## config.mk

```make
export PLATFORM = sky130hd
export DESIGN_NAME = pll_ratio_format_and_bandwidth_cfg
export DESIGN_NICKNAME = d
export VERILOG_FILES = /design/src/design/pll_ratio_pkg.sv /design/src/design/pll_ratio_format_and_bandwidth_cfg.sv /design/src/design/ratio_byte_store.sv
export VERILOG_INCLUDE_DIRS = /design/src /design/src/design
export SDC_FILE = /design/constraint.sdc
export NUM_CORES = 1
export LEC_CHECK = 0
export BUFFER_PORTS_ARGS = -buffer_cell sky130_fd_sc_hd__buf_4
export CORE_MARGIN = 4
export CORE_UTILIZATION = 25
export DETAILED_ROUTE_END_ITERATION = 6
export PLACE_DENSITY_LB_ADDON = 0.08
export SYNTH_ARGS = -nofsm -noshare
export SYNTH_HDL_FRONTEND = slang
export SYNTH_SLANG_ARGS = --single-unit
```

## constraint.sdc

```tcl
create_clock -name i_clk -period 3.3 [get_ports i_clk]
set_input_delay 0.66 -clock i_clk [delete_from_list [all_inputs] [get_ports i_clk]]
set_output_delay 0.66 -clock i_clk [all_outputs]
set_load 0.05 [all_outputs]
```

## src/design/pll_ratio_consts.svh

```systemverilog
// register offsets, field positions, reset values and fraction widths for the ratio format block
`ifndef PLL_RATIO_CONSTS_SVH
`define PLL_RATIO_CONSTS_SVH
`define RATIO_BASE_ADDR 8'h06
`define FUNC_CFG_TWO_ADDR 8'h17
`define FUNC_CFG_THREE_ADDR 8'h1e
`define DEV_CTRL_CFG_ADDR 8'h03
`define GLOBAL_CFG_ADDR 8'h05
`define DEV_CFG_ENABLE_ONE_ADDR 8'h03
`define LF_RATIO_FMT_BIT 3
`define SRC_SELECT_BIT 0
`define RATIO_INDEX_LSB 1
`define BW_LSB 4
`define BW_MSB 6
`define CFG_ENABLE_TWO_BIT 0
`define CFG_ENABLE_ONE_BIT 7
`define FUNC_CFG_THREE_MASK 8'h70
`define FUNC_CFG_THREE_RESET 8'h00
`define BYTE_RESET 8'h00
`define FRAC_BITS_HIGH_MULT 12
`define FRAC_BITS_HIGH_ACC 20
`endif

```

## src/design/pll_ratio_pkg.sv

```systemverilog
// types shared by the ratio format block
`default_nettype none
package pll_ratio_pkg;
  typedef enum logic [1:0] {
    synth_static,
    hybrid_dynamic
  } pll_mode_type;
  typedef enum logic {
    fmt_20_12,
    fmt_12_20
  } ratio_format_type;
  typedef enum logic [1:0] {
    bw_idle,
    bw_applied
  } bw_state_type;
endpackage : pll_ratio_pkg
`default_nettype wire

```

## src/design/pll_ratio_format_and_bandwidth_cfg.sv

```systemverilog
// register file and ratio decode for the fractional-n pll format and input bandwidth settings
// Overview of operation
// - in the dynamic hybrid mode the selected ratio is 20.12 when the format bit is 0 and 12.20 when it is 1.
// - in the static synthesizer mode the selected ratio is always 12.20 and the format bit is ignored.
// - the three-bit bandwidth code sets the minimum loop bandwidth as two to the code in hertz, 1 Hz to 128 Hz.
// - the third function configuration register sits at 1eh with the code in bits 6 to 4 and the rest reserved.
// - a new bandwidth code is only applied while the loop is unlocked, so software writes it before lock.
// - each user ratio is four consecutive byte registers, first one most significant.
// - the two-bit ratio index picks ratio 0 to 3 in both the static and the dynamic hybrid mode.
// - with automatic switching off, the source select bit picks static mode at 0 and dynamic mode at 1.
// - normal operation starts only once both configuration enable bits are set, in either order.
`timescale 1ns/100ps
`default_nettype none
`include "pll_ratio_consts.svh"
module pll_ratio_format_and_bandwidth_cfg #(
  parameter int NUM_RATIOS = 4
) (
  input wire logic i_clk,
  input wire logic i_rst_b,
  input wire logic i_wr,
  input wire logic i_rd,
  input wire logic [7:0] i_addr,
  input wire logic [7:0] i_wdata,
  input wire logic i_auto_switch_en,
  input wire logic i_auto_hybrid_sel,
  input wire logic i_locked,
  output logic [7:0] o_rdata,
  output logic o_rvalid,
  output logic [31:0] o_ratio_value,
  output logic [5:0] o_ratio_frac_bits,
  output logic o_hybrid_mode,
  output logic [2:0] o_input_loop_min_bandwidth,
  output logic [7:0] o_min_bandwidth_hz,
  output logic o_run_enable
);
  logic [31:0] user_ratio_value [NUM_RATIOS];
  logic synth_source_select;
  logic [1:0] ratio_index_select;
  logic low_freq_ratio_format;
  logic [2:0] bw_code;
  logic [2:0] bw_applied_code;
  logic cfg_enable_one;
  logic cfg_enable_two;
  logic [7:0] rdata;
  logic rvalid;
  logic [31:0] ratio_value;
  logic [5:0] frac_bits;
  logic hybrid;
  logic run_enable;
  logic next_synth_source_select;
  logic [1:0] next_ratio_index_select;
  logic next_low_freq_ratio_format;
  logic [2:0] next_bw_code;
  logic [2:0] next_bw_applied_code;
  logic next_cfg_enable_one;
  logic next_cfg_enable_two;
  logic [7:0] next_rdata;
  logic next_rvalid;
  logic [31:0] next_ratio_value;
  logic [5:0] next_frac_bits;
  logic next_hybrid;
  logic next_run_enable;
  pll_ratio_pkg::pll_mode_type mode;
  pll_ratio_pkg::ratio_format_type fmt;
  // ratio reads index the store by offset from the first ratio byte, sized to the ratio count
  localparam int IDX_W = $clog2(NUM_RATIOS);
  logic [7:0] ratio_offset;
  logic [7:0] bw_hz;
  logic [7:0] next_bw_hz;

  genvar g;
  generate
    for (g = 0; g < NUM_RATIOS; g++) begin : g_ratio
      ratio_byte_store #(
        .BASE(8'(`RATIO_BASE_ADDR + 4 * g))
      ) i_ratio_byte_store (
        .i_clk(i_clk),
        .i_rst_b(i_rst_b),
        .i_wr(i_wr),
        .i_addr(i_addr),
        .i_wdata(i_wdata),
        .o_value(user_ratio_value[g])
      );
    end
  endgenerate

  // register writes
  always_comb begin
    next_synth_source_select = synth_source_select;
    next_ratio_index_select = ratio_index_select;
    next_low_freq_ratio_format = low_freq_ratio_format;
    next_bw_code = bw_code;
    next_cfg_enable_one = cfg_enable_one;
    next_cfg_enable_two = cfg_enable_two;
    if (i_wr) begin
      if (i_addr == `DEV_CTRL_CFG_ADDR) begin
        next_synth_source_select = i_wdata[`SRC_SELECT_BIT];
        next_ratio_index_select = i_wdata[`RATIO_INDEX_LSB +: 2];
        next_cfg_enable_one = i_wdata[`CFG_ENABLE_ONE_BIT];
      end else if (i_addr == `GLOBAL_CFG_ADDR) begin
        next_cfg_enable_two = i_wdata[`CFG_ENABLE_TWO_BIT];
      end else if (i_addr == `FUNC_CFG_TWO_ADDR) begin
        next_low_freq_ratio_format = i_wdata[`LF_RATIO_FMT_BIT];
      end else if (i_addr == `FUNC_CFG_THREE_ADDR) begin
        // only bits 6..4 are stored
        next_bw_code = i_wdata[`BW_MSB:`BW_LSB];
      end
    end
  end

  // read mux
  assign ratio_offset = 8'(i_addr - `RATIO_BASE_ADDR);
  always_comb begin
    next_rdata = 8'h00;
    next_rvalid = i_rd;
    if (i_addr == `DEV_CTRL_CFG_ADDR) begin
      next_rdata = {cfg_enable_one, 4'h0, ratio_index_select, synth_source_select};
    end else if (i_addr == `GLOBAL_CFG_ADDR) begin
      next_rdata = {7'h00, cfg_enable_two};
    end else if (i_addr == `FUNC_CFG_TWO_ADDR) begin
      next_rdata = {4'h0, low_freq_ratio_format, 3'h0};
    end else if (i_addr == `FUNC_CFG_THREE_ADDR) begin
      next_rdata = {1'b0, bw_code, 4'h0}; // reserved bits read zero
    end else if (i_addr >= `RATIO_BASE_ADDR && i_addr < 8'(`RATIO_BASE_ADDR + 4 * NUM_RATIOS)) begin
      next_rdata = 8'(user_ratio_value[ratio_offset[IDX_W + 1:2]] >> {~ratio_offset[1:0], 3'h0});
    end
    if (!i_rd) begin
      next_rdata = rdata;
    end
  end

  // mode, format and ratio decode
  always_comb begin
    // manual choice only when auto switching is off
    if (i_auto_switch_en) begin
      mode = i_auto_hybrid_sel ? pll_ratio_pkg::hybrid_dynamic : pll_ratio_pkg::synth_static;
    end else begin
      mode = synth_source_select ? pll_ratio_pkg::hybrid_dynamic : pll_ratio_pkg::synth_static;
    end
    case (mode)
      pll_ratio_pkg::hybrid_dynamic: begin
        fmt = low_freq_ratio_format ? pll_ratio_pkg::fmt_12_20 : pll_ratio_pkg::fmt_20_12;
      end
      default: begin
        fmt = pll_ratio_pkg::fmt_12_20; // format bit ignored
      end
    endcase
    // decoded fresh each cycle, so a mode change needs no ratio rewrite
    next_frac_bits = (fmt == pll_ratio_pkg::fmt_12_20) ? 6'(`FRAC_BITS_HIGH_ACC) : 6'(`FRAC_BITS_HIGH_MULT);
    next_ratio_value = user_ratio_value[ratio_index_select];
    next_hybrid = (mode == pll_ratio_pkg::hybrid_dynamic);
    next_run_enable = cfg_enable_one & cfg_enable_two;
  end

  // applied bandwidth follows the written code only while unlocked; once locked it holds
  always_comb begin
    next_bw_applied_code = bw_applied_code;
    if (!i_locked) begin
      next_bw_applied_code = bw_code;
    end
  end

  always_ff @(posedge i_clk) begin
    if (!i_rst_b) begin
      synth_source_select <= 1'b0;
      ratio_index_select <= 2'h0;
      low_freq_ratio_format <= 1'b0;
      bw_code <= 3'h0;
      bw_applied_code <= 3'h0;
      cfg_enable_one <= 1'b0;
      cfg_enable_two <= 1'b0;
      rdata <= 8'h00;
      rvalid <= 1'b0;
      ratio_value <= 32'h0;
      frac_bits <= 6'(`FRAC_BITS_HIGH_ACC);
      hybrid <= 1'b0;
      run_enable <= 1'b0;
    end else begin
      synth_source_select <= next_synth_source_select;
      ratio_index_select <= next_ratio_index_select;
      low_freq_ratio_format <= next_low_freq_ratio_format;
      bw_code <= next_bw_code;
      bw_applied_code <= next_bw_applied_code;
      cfg_enable_one <= next_cfg_enable_one;
      cfg_enable_two <= next_cfg_enable_two;
      rdata <= next_rdata;
      rvalid <= next_rvalid;
      ratio_value <= next_ratio_value;
      frac_bits <= next_frac_bits;
      hybrid <= next_hybrid;
      run_enable <= next_run_enable;
    end
  end

  // bandwidth in hertz is two to the applied code
  always_comb begin
    next_bw_hz = 8'(8'h01 << next_bw_applied_code);
  end

  always_ff @(posedge i_clk) begin
    if (!i_rst_b) begin
      bw_hz <= 8'h01;
    end else begin
      bw_hz <= next_bw_hz;
    end
  end

  assign o_rdata = rdata;
  assign o_rvalid = rvalid;
  assign o_ratio_value = ratio_value;
  assign o_ratio_frac_bits = frac_bits;
  assign o_hybrid_mode = hybrid;
  assign o_input_loop_min_bandwidth = bw_applied_code;
  assign o_min_bandwidth_hz = bw_hz;
  assign o_run_enable = run_enable;
endmodule : pll_ratio_format_and_bandwidth_cfg
`default_nettype wire

```

## src/design/ratio_byte_store.sv

```systemverilog
// one stored 32-bit user ratio built from four byte registers
`timescale 1ns/100ps
`default_nettype none
`include "pll_ratio_consts.svh"
module ratio_byte_store #(
  parameter logic [7:0] BASE = 8'h06
) (
  input wire logic i_clk,
  input wire logic i_rst_b,
  input wire logic i_wr,
  input wire logic [7:0] i_addr,
  input wire logic [7:0] i_wdata,
  output logic [31:0] o_value
);
  logic [31:0] value;
  logic [31:0] next_value;
  always_comb begin
    next_value = value;
    if (i_wr) begin
      // first address holds the most significant byte
      if (i_addr == BASE) begin
        next_value[31:24] = i_wdata;
      end else if (i_addr == BASE + 8'h01) begin
        next_value[23:16] = i_wdata;
      end else if (i_addr == BASE + 8'h02) begin
        next_value[15:8] = i_wdata;
      end else if (i_addr == BASE + 8'h03) begin
        next_value[7:0] = i_wdata;
      end
    end
  end
  always_ff @(posedge i_clk) begin
    if (!i_rst_b) begin
      value <= {4{`BYTE_RESET}};
    end else begin
      value <= next_value;
    end
  end
  assign o_value = value;
endmodule : ratio_byte_store
`default_nettype wire
```

# [After elaboration in Yosys (flattened, before gate mapping)]
# Cells that the tools add are included.
# Widths: inputs -> output; s select.
[word_totals] regBits=197 in_bits=23 elab_cells=116
[op_classes] addsub=1 order_cmp=4 eq_ne=21 n_shift=2 mux=18 bitwise_logic=19 reduce_logical=21
[op_table] op="$bmux 32 s2" n=2
[op_table] op="$mux 32" n=4
[op_table] op="$eq 8x4->1 const B" n=8
[op_table] op="$eq 8x5->1 const B" n=8
[op_table] op="$mux 8" n=5
[op_table] op="$shr 32x5->8" n=1
[op_table] op="$reduce_and 5->1" n=5
[op_table] op="$eq 8x3->1 const B" n=3
[op_table] op="$reduce_and 4->1" n=5
[op_table] op="$not 1->1" n=15
[op_table] op="$reduce_and 3->1" n=5
[op_table] op="$reduce_and 2->1" n=5
[op_table] op="$eq 8x2->1 const B" n=1
[op_table] op="$ge 8x3->1 const B" n=1
[op_table] op="$lt 8x5->1 const B" n=1
[op_table] op="$shl 1x3->8 const A" n=1
[op_table] op="$ge 3x3->1 const B" n=2
[op_table] op="$not 2->3" n=2
[op_table] op="$mux 1" n=5
[op_table] op="$mux 5" n=1
[op_table] op="$sub 4x3->4 const B" n=1
[op_table] op="$mux 3" n=1
[op_table] op="$eq 2x1->1 const B" n=1
[op_table] op="$not 2->2" n=1
[op_table] op="other kinds (2)" n=2

# [Longest topological paths before layout]
[logic_depth] ltp_word=11 depth_mapped=9 mapped_depth_nobuf=6

# [Modules after synthesis]
# A second synthesis with hierarchy kept.
[unflattened] cells_unflattened=831 hier_area_um2=8949.8
[modules_own_cells] module="pll_ratio_format_and_bandwidth_cfg" instances=1 cells_each=358 area_per_inst_um2=4035.1
[modules_own_cells] module="ratio_byte_store (g_ratio[1].i_ratio_byte_store)" instances=1 cells_each=118 area_per_inst_um2=1234.9
[modules_own_cells] module="ratio_byte_store (g_ratio[2].i_ratio_byte_store)" instances=1 cells_each=118 area_per_inst_um2=1231.2
[modules_own_cells] module="ratio_byte_store (g_ratio[0].i_ratio_byte_store)" instances=1 cells_each=118 area_per_inst_um2=1227.4
[modules_own_cells] module="ratio_byte_store (g_ratio[3].i_ratio_byte_store)" instances=1 cells_each=119 area_per_inst_um2=1221.2

# [Least setup slack after synthesis]
# Ideal clock, no wire load.
[synth_timing] kind="input to register" startpoint="in i_addr[1]" endpoint="reg rdata[6], in the netlist o_rdata[6]" arrival_time_ps=2530 required_ps=3178 slack_ps=648 path_stages=7 cell_sequence="ha_1 > xnor2_4 > buf_6 > mux4_2 > mux4_2 > inv_1 > o21ai_1"
[synth_between] elab_chain_cells=11 word_cells_on_any_way=19 cone_classes="1 x add/sub; 2 x order compare; 4 x eq/ne; 1 x shift; 8 x mux; 2 x bitwise; 1 x reduce/logical"
[synth_rtl] item="from (decl)" line_no="pll_ratio_format_and_bandwidth_cfg.sv:22" source="input wire logic [7:0] i_addr,"
[synth_rtl] item="$sub 4x3->4 (no source line)"
[synth_rtl] item="$not 2->3 (implied by the code)" line_no="pll_ratio_format_and_bandwidth_cfg.sv:125" source="next_rdata = 8'(user_ratio_value[ratio_offset[IDX_W + 1:2]] >> {~ratio_offset[1:0], 3'h0});"
[synth_rtl] item="$bmux 32 s2" line_no="pll_ratio_format_and_bandwidth_cfg.sv:125"
[synth_rtl] item="$mux 32 (implied by the code) (2 in a row)" line_no="pll_ratio_format_and_bandwidth_cfg.sv:125"
[synth_rtl] item="$shr 32x5->8" line_no="pll_ratio_format_and_bandwidth_cfg.sv:125"
[synth_rtl] item="$mux 8" line_no="pll_ratio_format_and_bandwidth_cfg.sv:124" source="end else if (i_addr >= `RATIO_BASE_ADDR && i_addr < 8'(`RATIO_BASE_ADDR + 4 * NUM_RATIOS)) begin"
[synth_rtl] item="$mux 8" line_no="pll_ratio_format_and_bandwidth_cfg.sv:122" source="end else if (i_addr == `FUNC_CFG_THREE_ADDR) begin"
[synth_rtl] item="$mux 8" line_no="pll_ratio_format_and_bandwidth_cfg.sv:120" source="end else if (i_addr == `FUNC_CFG_TWO_ADDR) begin"
[synth_rtl] item="$mux 8" line_no="pll_ratio_format_and_bandwidth_cfg.sv:118" source="end else if (i_addr == `GLOBAL_CFG_ADDR) begin"
[synth_rtl] item="$mux 8 *" line_no="pll_ratio_format_and_bandwidth_cfg.sv:116" source="if (i_addr == `DEV_CTRL_CFG_ADDR) begin"
[synth_rtl] item="to (signal assigned)" line_no="pll_ratio_format_and_bandwidth_cfg.sv:186" source="rdata <= next_rdata;"
[synth_rtl] item="to (decl)" line_no="pll_ratio_format_and_bandwidth_cfg.sv:44" source="logic [7:0] rdata;"
# Mark *: on every way between the ends. The rest lies on a longest branch, timed or not. The select of a mux whose other input is x is not followed.
# A chain may end at the register's enable or synchronous reset.

# [Final worst setup path]
[layout_timing] startpoint="in i_addr[2]" endpoint="reg rdata[4], in the netlist o_rdata[4]"
# The elaborated chain is that of the path after synthesis.

==> summary.md <==
Synthesis produced 896 cells. The via count of the first global-routing pass is 7,125, and the total core area is 35,570 um^2. The max-slew violation total from the final report is 0, and the average footprint of a synthesized cell is 10.06 um^2. For this run, the detailed router's first-pass iteration total came to 5.

The tools report the register area share after synthesis as 0.4287. The tools report the number of sinks on the clock net as 193. The synthesized flop and latch total works out to 193. The startpoint-to-endpoint class of the critical path is in2reg.

The first routing iteration left 395 violations. The final period demand of the worst path works out to 2.455 ns. In the final routed layout, each cell accounts on average for 23.10 um. The commonest register cell after synthesis was sky130_fd_sc_hd__dfxtp_1. The delay of the slowest critical-path stage is 0.60 ns. The number of antenna diodes in the final layout is 0.

The fraction of synthesis flops using an asynchronous set or reset pin is 0, and the residual overflow from global routing is 0. Once detail routing completed, the nets flagged for antenna violations numbered 0. The ratio of final minimum period to clock period is 0.7439, and the global placement routability congestion is 0.7671. STA puts the critical path data required time at 3.63 ns. The logs give 65 for the largest net degree at the start of global routing and 1,394 for the cell count after placement. TritonCTS built the clock tree. 83 I/O pins were placed.

The number of gates resized after CTS was 0. Number of cells in the finished layout apart from fillers: 1,426. Counting flops with a built-in enable in the synthesized netlist gives 0. The flow ran to the end, and the final reports show no timing, DRC or antenna violations.

The logs give 0.2534 for the effective utilization at floorplan and 0.004066 uW for the leakage power. The average via count per standard cell is 4.871, and the chip height is 197.9 um. Transition at the pin with the smallest max-transition slack: 0.7090 ns. Class of the tightest hold or removal check: reg2reg. Relative to the synthesized area, the layout overhead comes to 20.06%. The initial antenna violation count is 0.

Count of H-tree levels built during CTS: 4. The proportion of layout cells with a drive suffix above 1 is 0.2280. The width of the die was 197.9 um; the post-route total power was 5018 uW. The wire length of the first global-routing pass is 49,650 um, and the worst clock skew is 0.008594 ns. The layout has 3,752 filler cells. The run gives 0 as the number of warnings printed during yosys synthesis.

The total of buffers placed on input and output ports was 78. Tightest slew margin relative to the limit: 0.5273. The tools report the floorplan row count as 69. The signal on the critical path passes through buf_4 > ha_1 > xnor2_4 > buf_12 > mux4_1 > mux4_2 > inv_1 > o21ai_1. The logs give 22,600 um for the HPWL after detailed placement and 0.4759 ns for the worst-case hold slack. Across the VDD grid, the largest voltage drop is 0.3707 mV. Buffers inserted during clock tree synthesis total 17.

STA classifies the critical path endpoint as a flop. For this run, the post-layout net count is 976. Counting both buffers and inverters, the worst setup path holds a total of 3. For the worst setup path, the data arrival time is 2.79 ns. Timing would allow up to 407.3 MHz. The floorplan step defined a die boundary enclosing 39,150 um^2.

After routing, the total negative slack on setup checks comes to 0 ns. The count of distinct cell types in the synthesized netlist was 54; the final hold violation count was 0. Buffer depth of the longest clock path: 2. The tool flagged a number of max-cap violations equal to 0. For this run, design rule violations remaining after detail routing come to 0. The number of post-CTS setup repair buffers was 0.

For the total routing resource utilization after global routing, the log shows 0.1709. The logs give 0.45 ns for the worst-skew pair later-pin latency and 0 for the final setup violation count. The routed wire length was 32,950 um; the ratio of total power to cell area was 463.7 nW/um^2. The routed layout has 6,946 vias.

STA classifies the critical path startpoint as a primary input. The run gives 9012 um^2 as the synthesized area. Setup repair after global routing left no endpoint under its margin. For the post-cts hold buffer count, the log shows 0. The cell sitting at the root of the clock tree is a sky130_fd_sc_hd__clkbuf_16. The kind of cell with the highest combined delay along the critical path is multiplexers. For this design, the slowest cell found on the critical path is sky130_fd_sc_hd__mux4_1. Clock-pin slew was measured on the worst setup and hold paths at 0.07 ns.

Of all nets on the critical path, the largest fanout is 36.
## final timing paths
check	start	end	slack (ns)	depth (start not counted)
max	i_addr[2]	o_rdata[4]	0.85	8
max reg2reg	ratio_index_select[1]	o_ratio_value[20]	1.28	3
min reg2reg	g_ratio[3].i_ratio_byte_store.o_value[3]	g_ratio[3].i_ratio_byte_store.o_value[3]	0.48	2
min	g_ratio[3].i_ratio_byte_store.o_value[3]	g_ratio[3].i_ratio_byte_store.o_value[3]	0.48	2
## worst reg2reg max path, cell delays in order, from the launching register on
cell                      delay (ns)
sky130_fd_sc_hd__dfxtp_2        0.76
sky130_fd_sc_hd__buf_4          0.35
sky130_fd_sc_hd__mux4_2         0.60
sky130_fd_sc_hd__and2_1         0.20
## per-stage QoR
| step | setup WS (ns) | area, um^2 | util |
|---|---|---|---|
| after floorplan | 0.6479 | 9020 | - |
| after global placement | 0.4081 | 10180 | 0.2863 |
| after detailed placement | 0.3535 | 10180 | 0.2863 |
| after CTS | 0.8449 | 10820 | 0.3042 |
| after global routing | 0.7435 | 10820 | 0.3042 |
| final | 0.8451 | 10820 | 0.3042 |
## kinds of logic (layout without fill, tap and decap cells)
family | count (synthesis) | count (layout) | share of synthesized area
AO/OA/AOI/OAI | 138 | 138 | 0.1140
XOR/XNOR | 3 | 3 | 0.004999
adder cells (fa/ha/maj) | 1 | 1 | 0.001388
buffers and inverters | 94 | 161 | 0.04415
flip-flops | 193 | 193 | 0.4287
multiplexers | 120 | 120 | 0.2103
other | 2 | 4 | 0.0008333
AND/OR/NAND/NOR | 345 | 345 | 0.1956
## layout make-up
cell class,instances,area [um^2],share of cell area
inverter,10,37.54,0.003469
clock buffer,19,452.9,0.04186
sequential,193,3866,0.3573
multi-input combinational,611,4761,0.4400
clock inverter,13,182.7,0.01688
timing repair buffer,119,943.4,0.08719
tap,461,576.8,0.05331
## power breakdown
part / internal [uW] / switching [uW] / total (uW)
combinational: 129 / 250 / 379
sequential: 2330 / 4.07 / 2340
clock: 1310 / 990 / 2300
total: 3770 / 1240 / 5020
## routing by layer
metal / track usage / share of wire / routed length (um)
met5: 0 / 0 / 0
met4: 0.04489 / 0.015 / 510
met3: 0.03352 / 0.048 / 1596
met2: 0.2699 / 0.46 / 15010
met1: 0.2405 / 0.48 / 15820
## layout by cell type (no fill, tap or decap), types with 11 or more instances in the layout
master	instances
sky130_fd_sc_hd__dfxtp_1	191
sky130_fd_sc_hd__nand2_1	122
sky130_fd_sc_hd__buf_4	115
sky130_fd_sc_hd__nand3_1	90
sky130_fd_sc_hd__a21boi_0	84
sky130_fd_sc_hd__mux2i_1	63
sky130_fd_sc_hd__nor2b_1	59
sky130_fd_sc_hd__mux4_2	50
sky130_fd_sc_hd__and2_1	35
sky130_fd_sc_hd__clkbuf_16	17
sky130_fd_sc_hd__o221ai_1	13
sky130_fd_sc_hd__nor2_1	11
## cells in the mapped netlist (11+ instances only)
master | number | share of area
sky130_fd_sc_hd__dfxtp_1 | 193 | 0.43
sky130_fd_sc_hd__mux2i_1 | 63 | 0.070
sky130_fd_sc_hd__mux4_2 | 50 | 0.12
sky130_fd_sc_hd__and2_1 | 35 | 0.024
sky130_fd_sc_hd__nand2_1 | 122 | 0.051
sky130_fd_sc_hd__a21boi_0 | 84 | 0.070
sky130_fd_sc_hd__nor2b_1 | 60 | 0.042
sky130_fd_sc_hd__o221ai_1 | 13 | 0.013
sky130_fd_sc_hd__clkbuf_1 | 62 | 0.026
sky130_fd_sc_hd__nand3_1 | 90 | 0.050
sky130_fd_sc_hd__nor2_1 | 11 | 0.0046
## state kept, by name, summed over array words and instances, names as in the netlist
name,count
o_run_enable,1
o_ratio_value,32
o_min_bandwidth_hz,8
ratio_index_select,2
o_rvalid,1
bw_code,3
low_freq_ratio_format,1
g_ratio.i_ratio_byte_store.o_value,128
cfg_enable_one,1
cfg_enable_two,1
o_rdata,8
o_hybrid_mode,1
o_ratio_frac_bits,2
o_input_loop_min_bandwidth,3
synth_source_select,1
(Power assumes the default switching activity.)
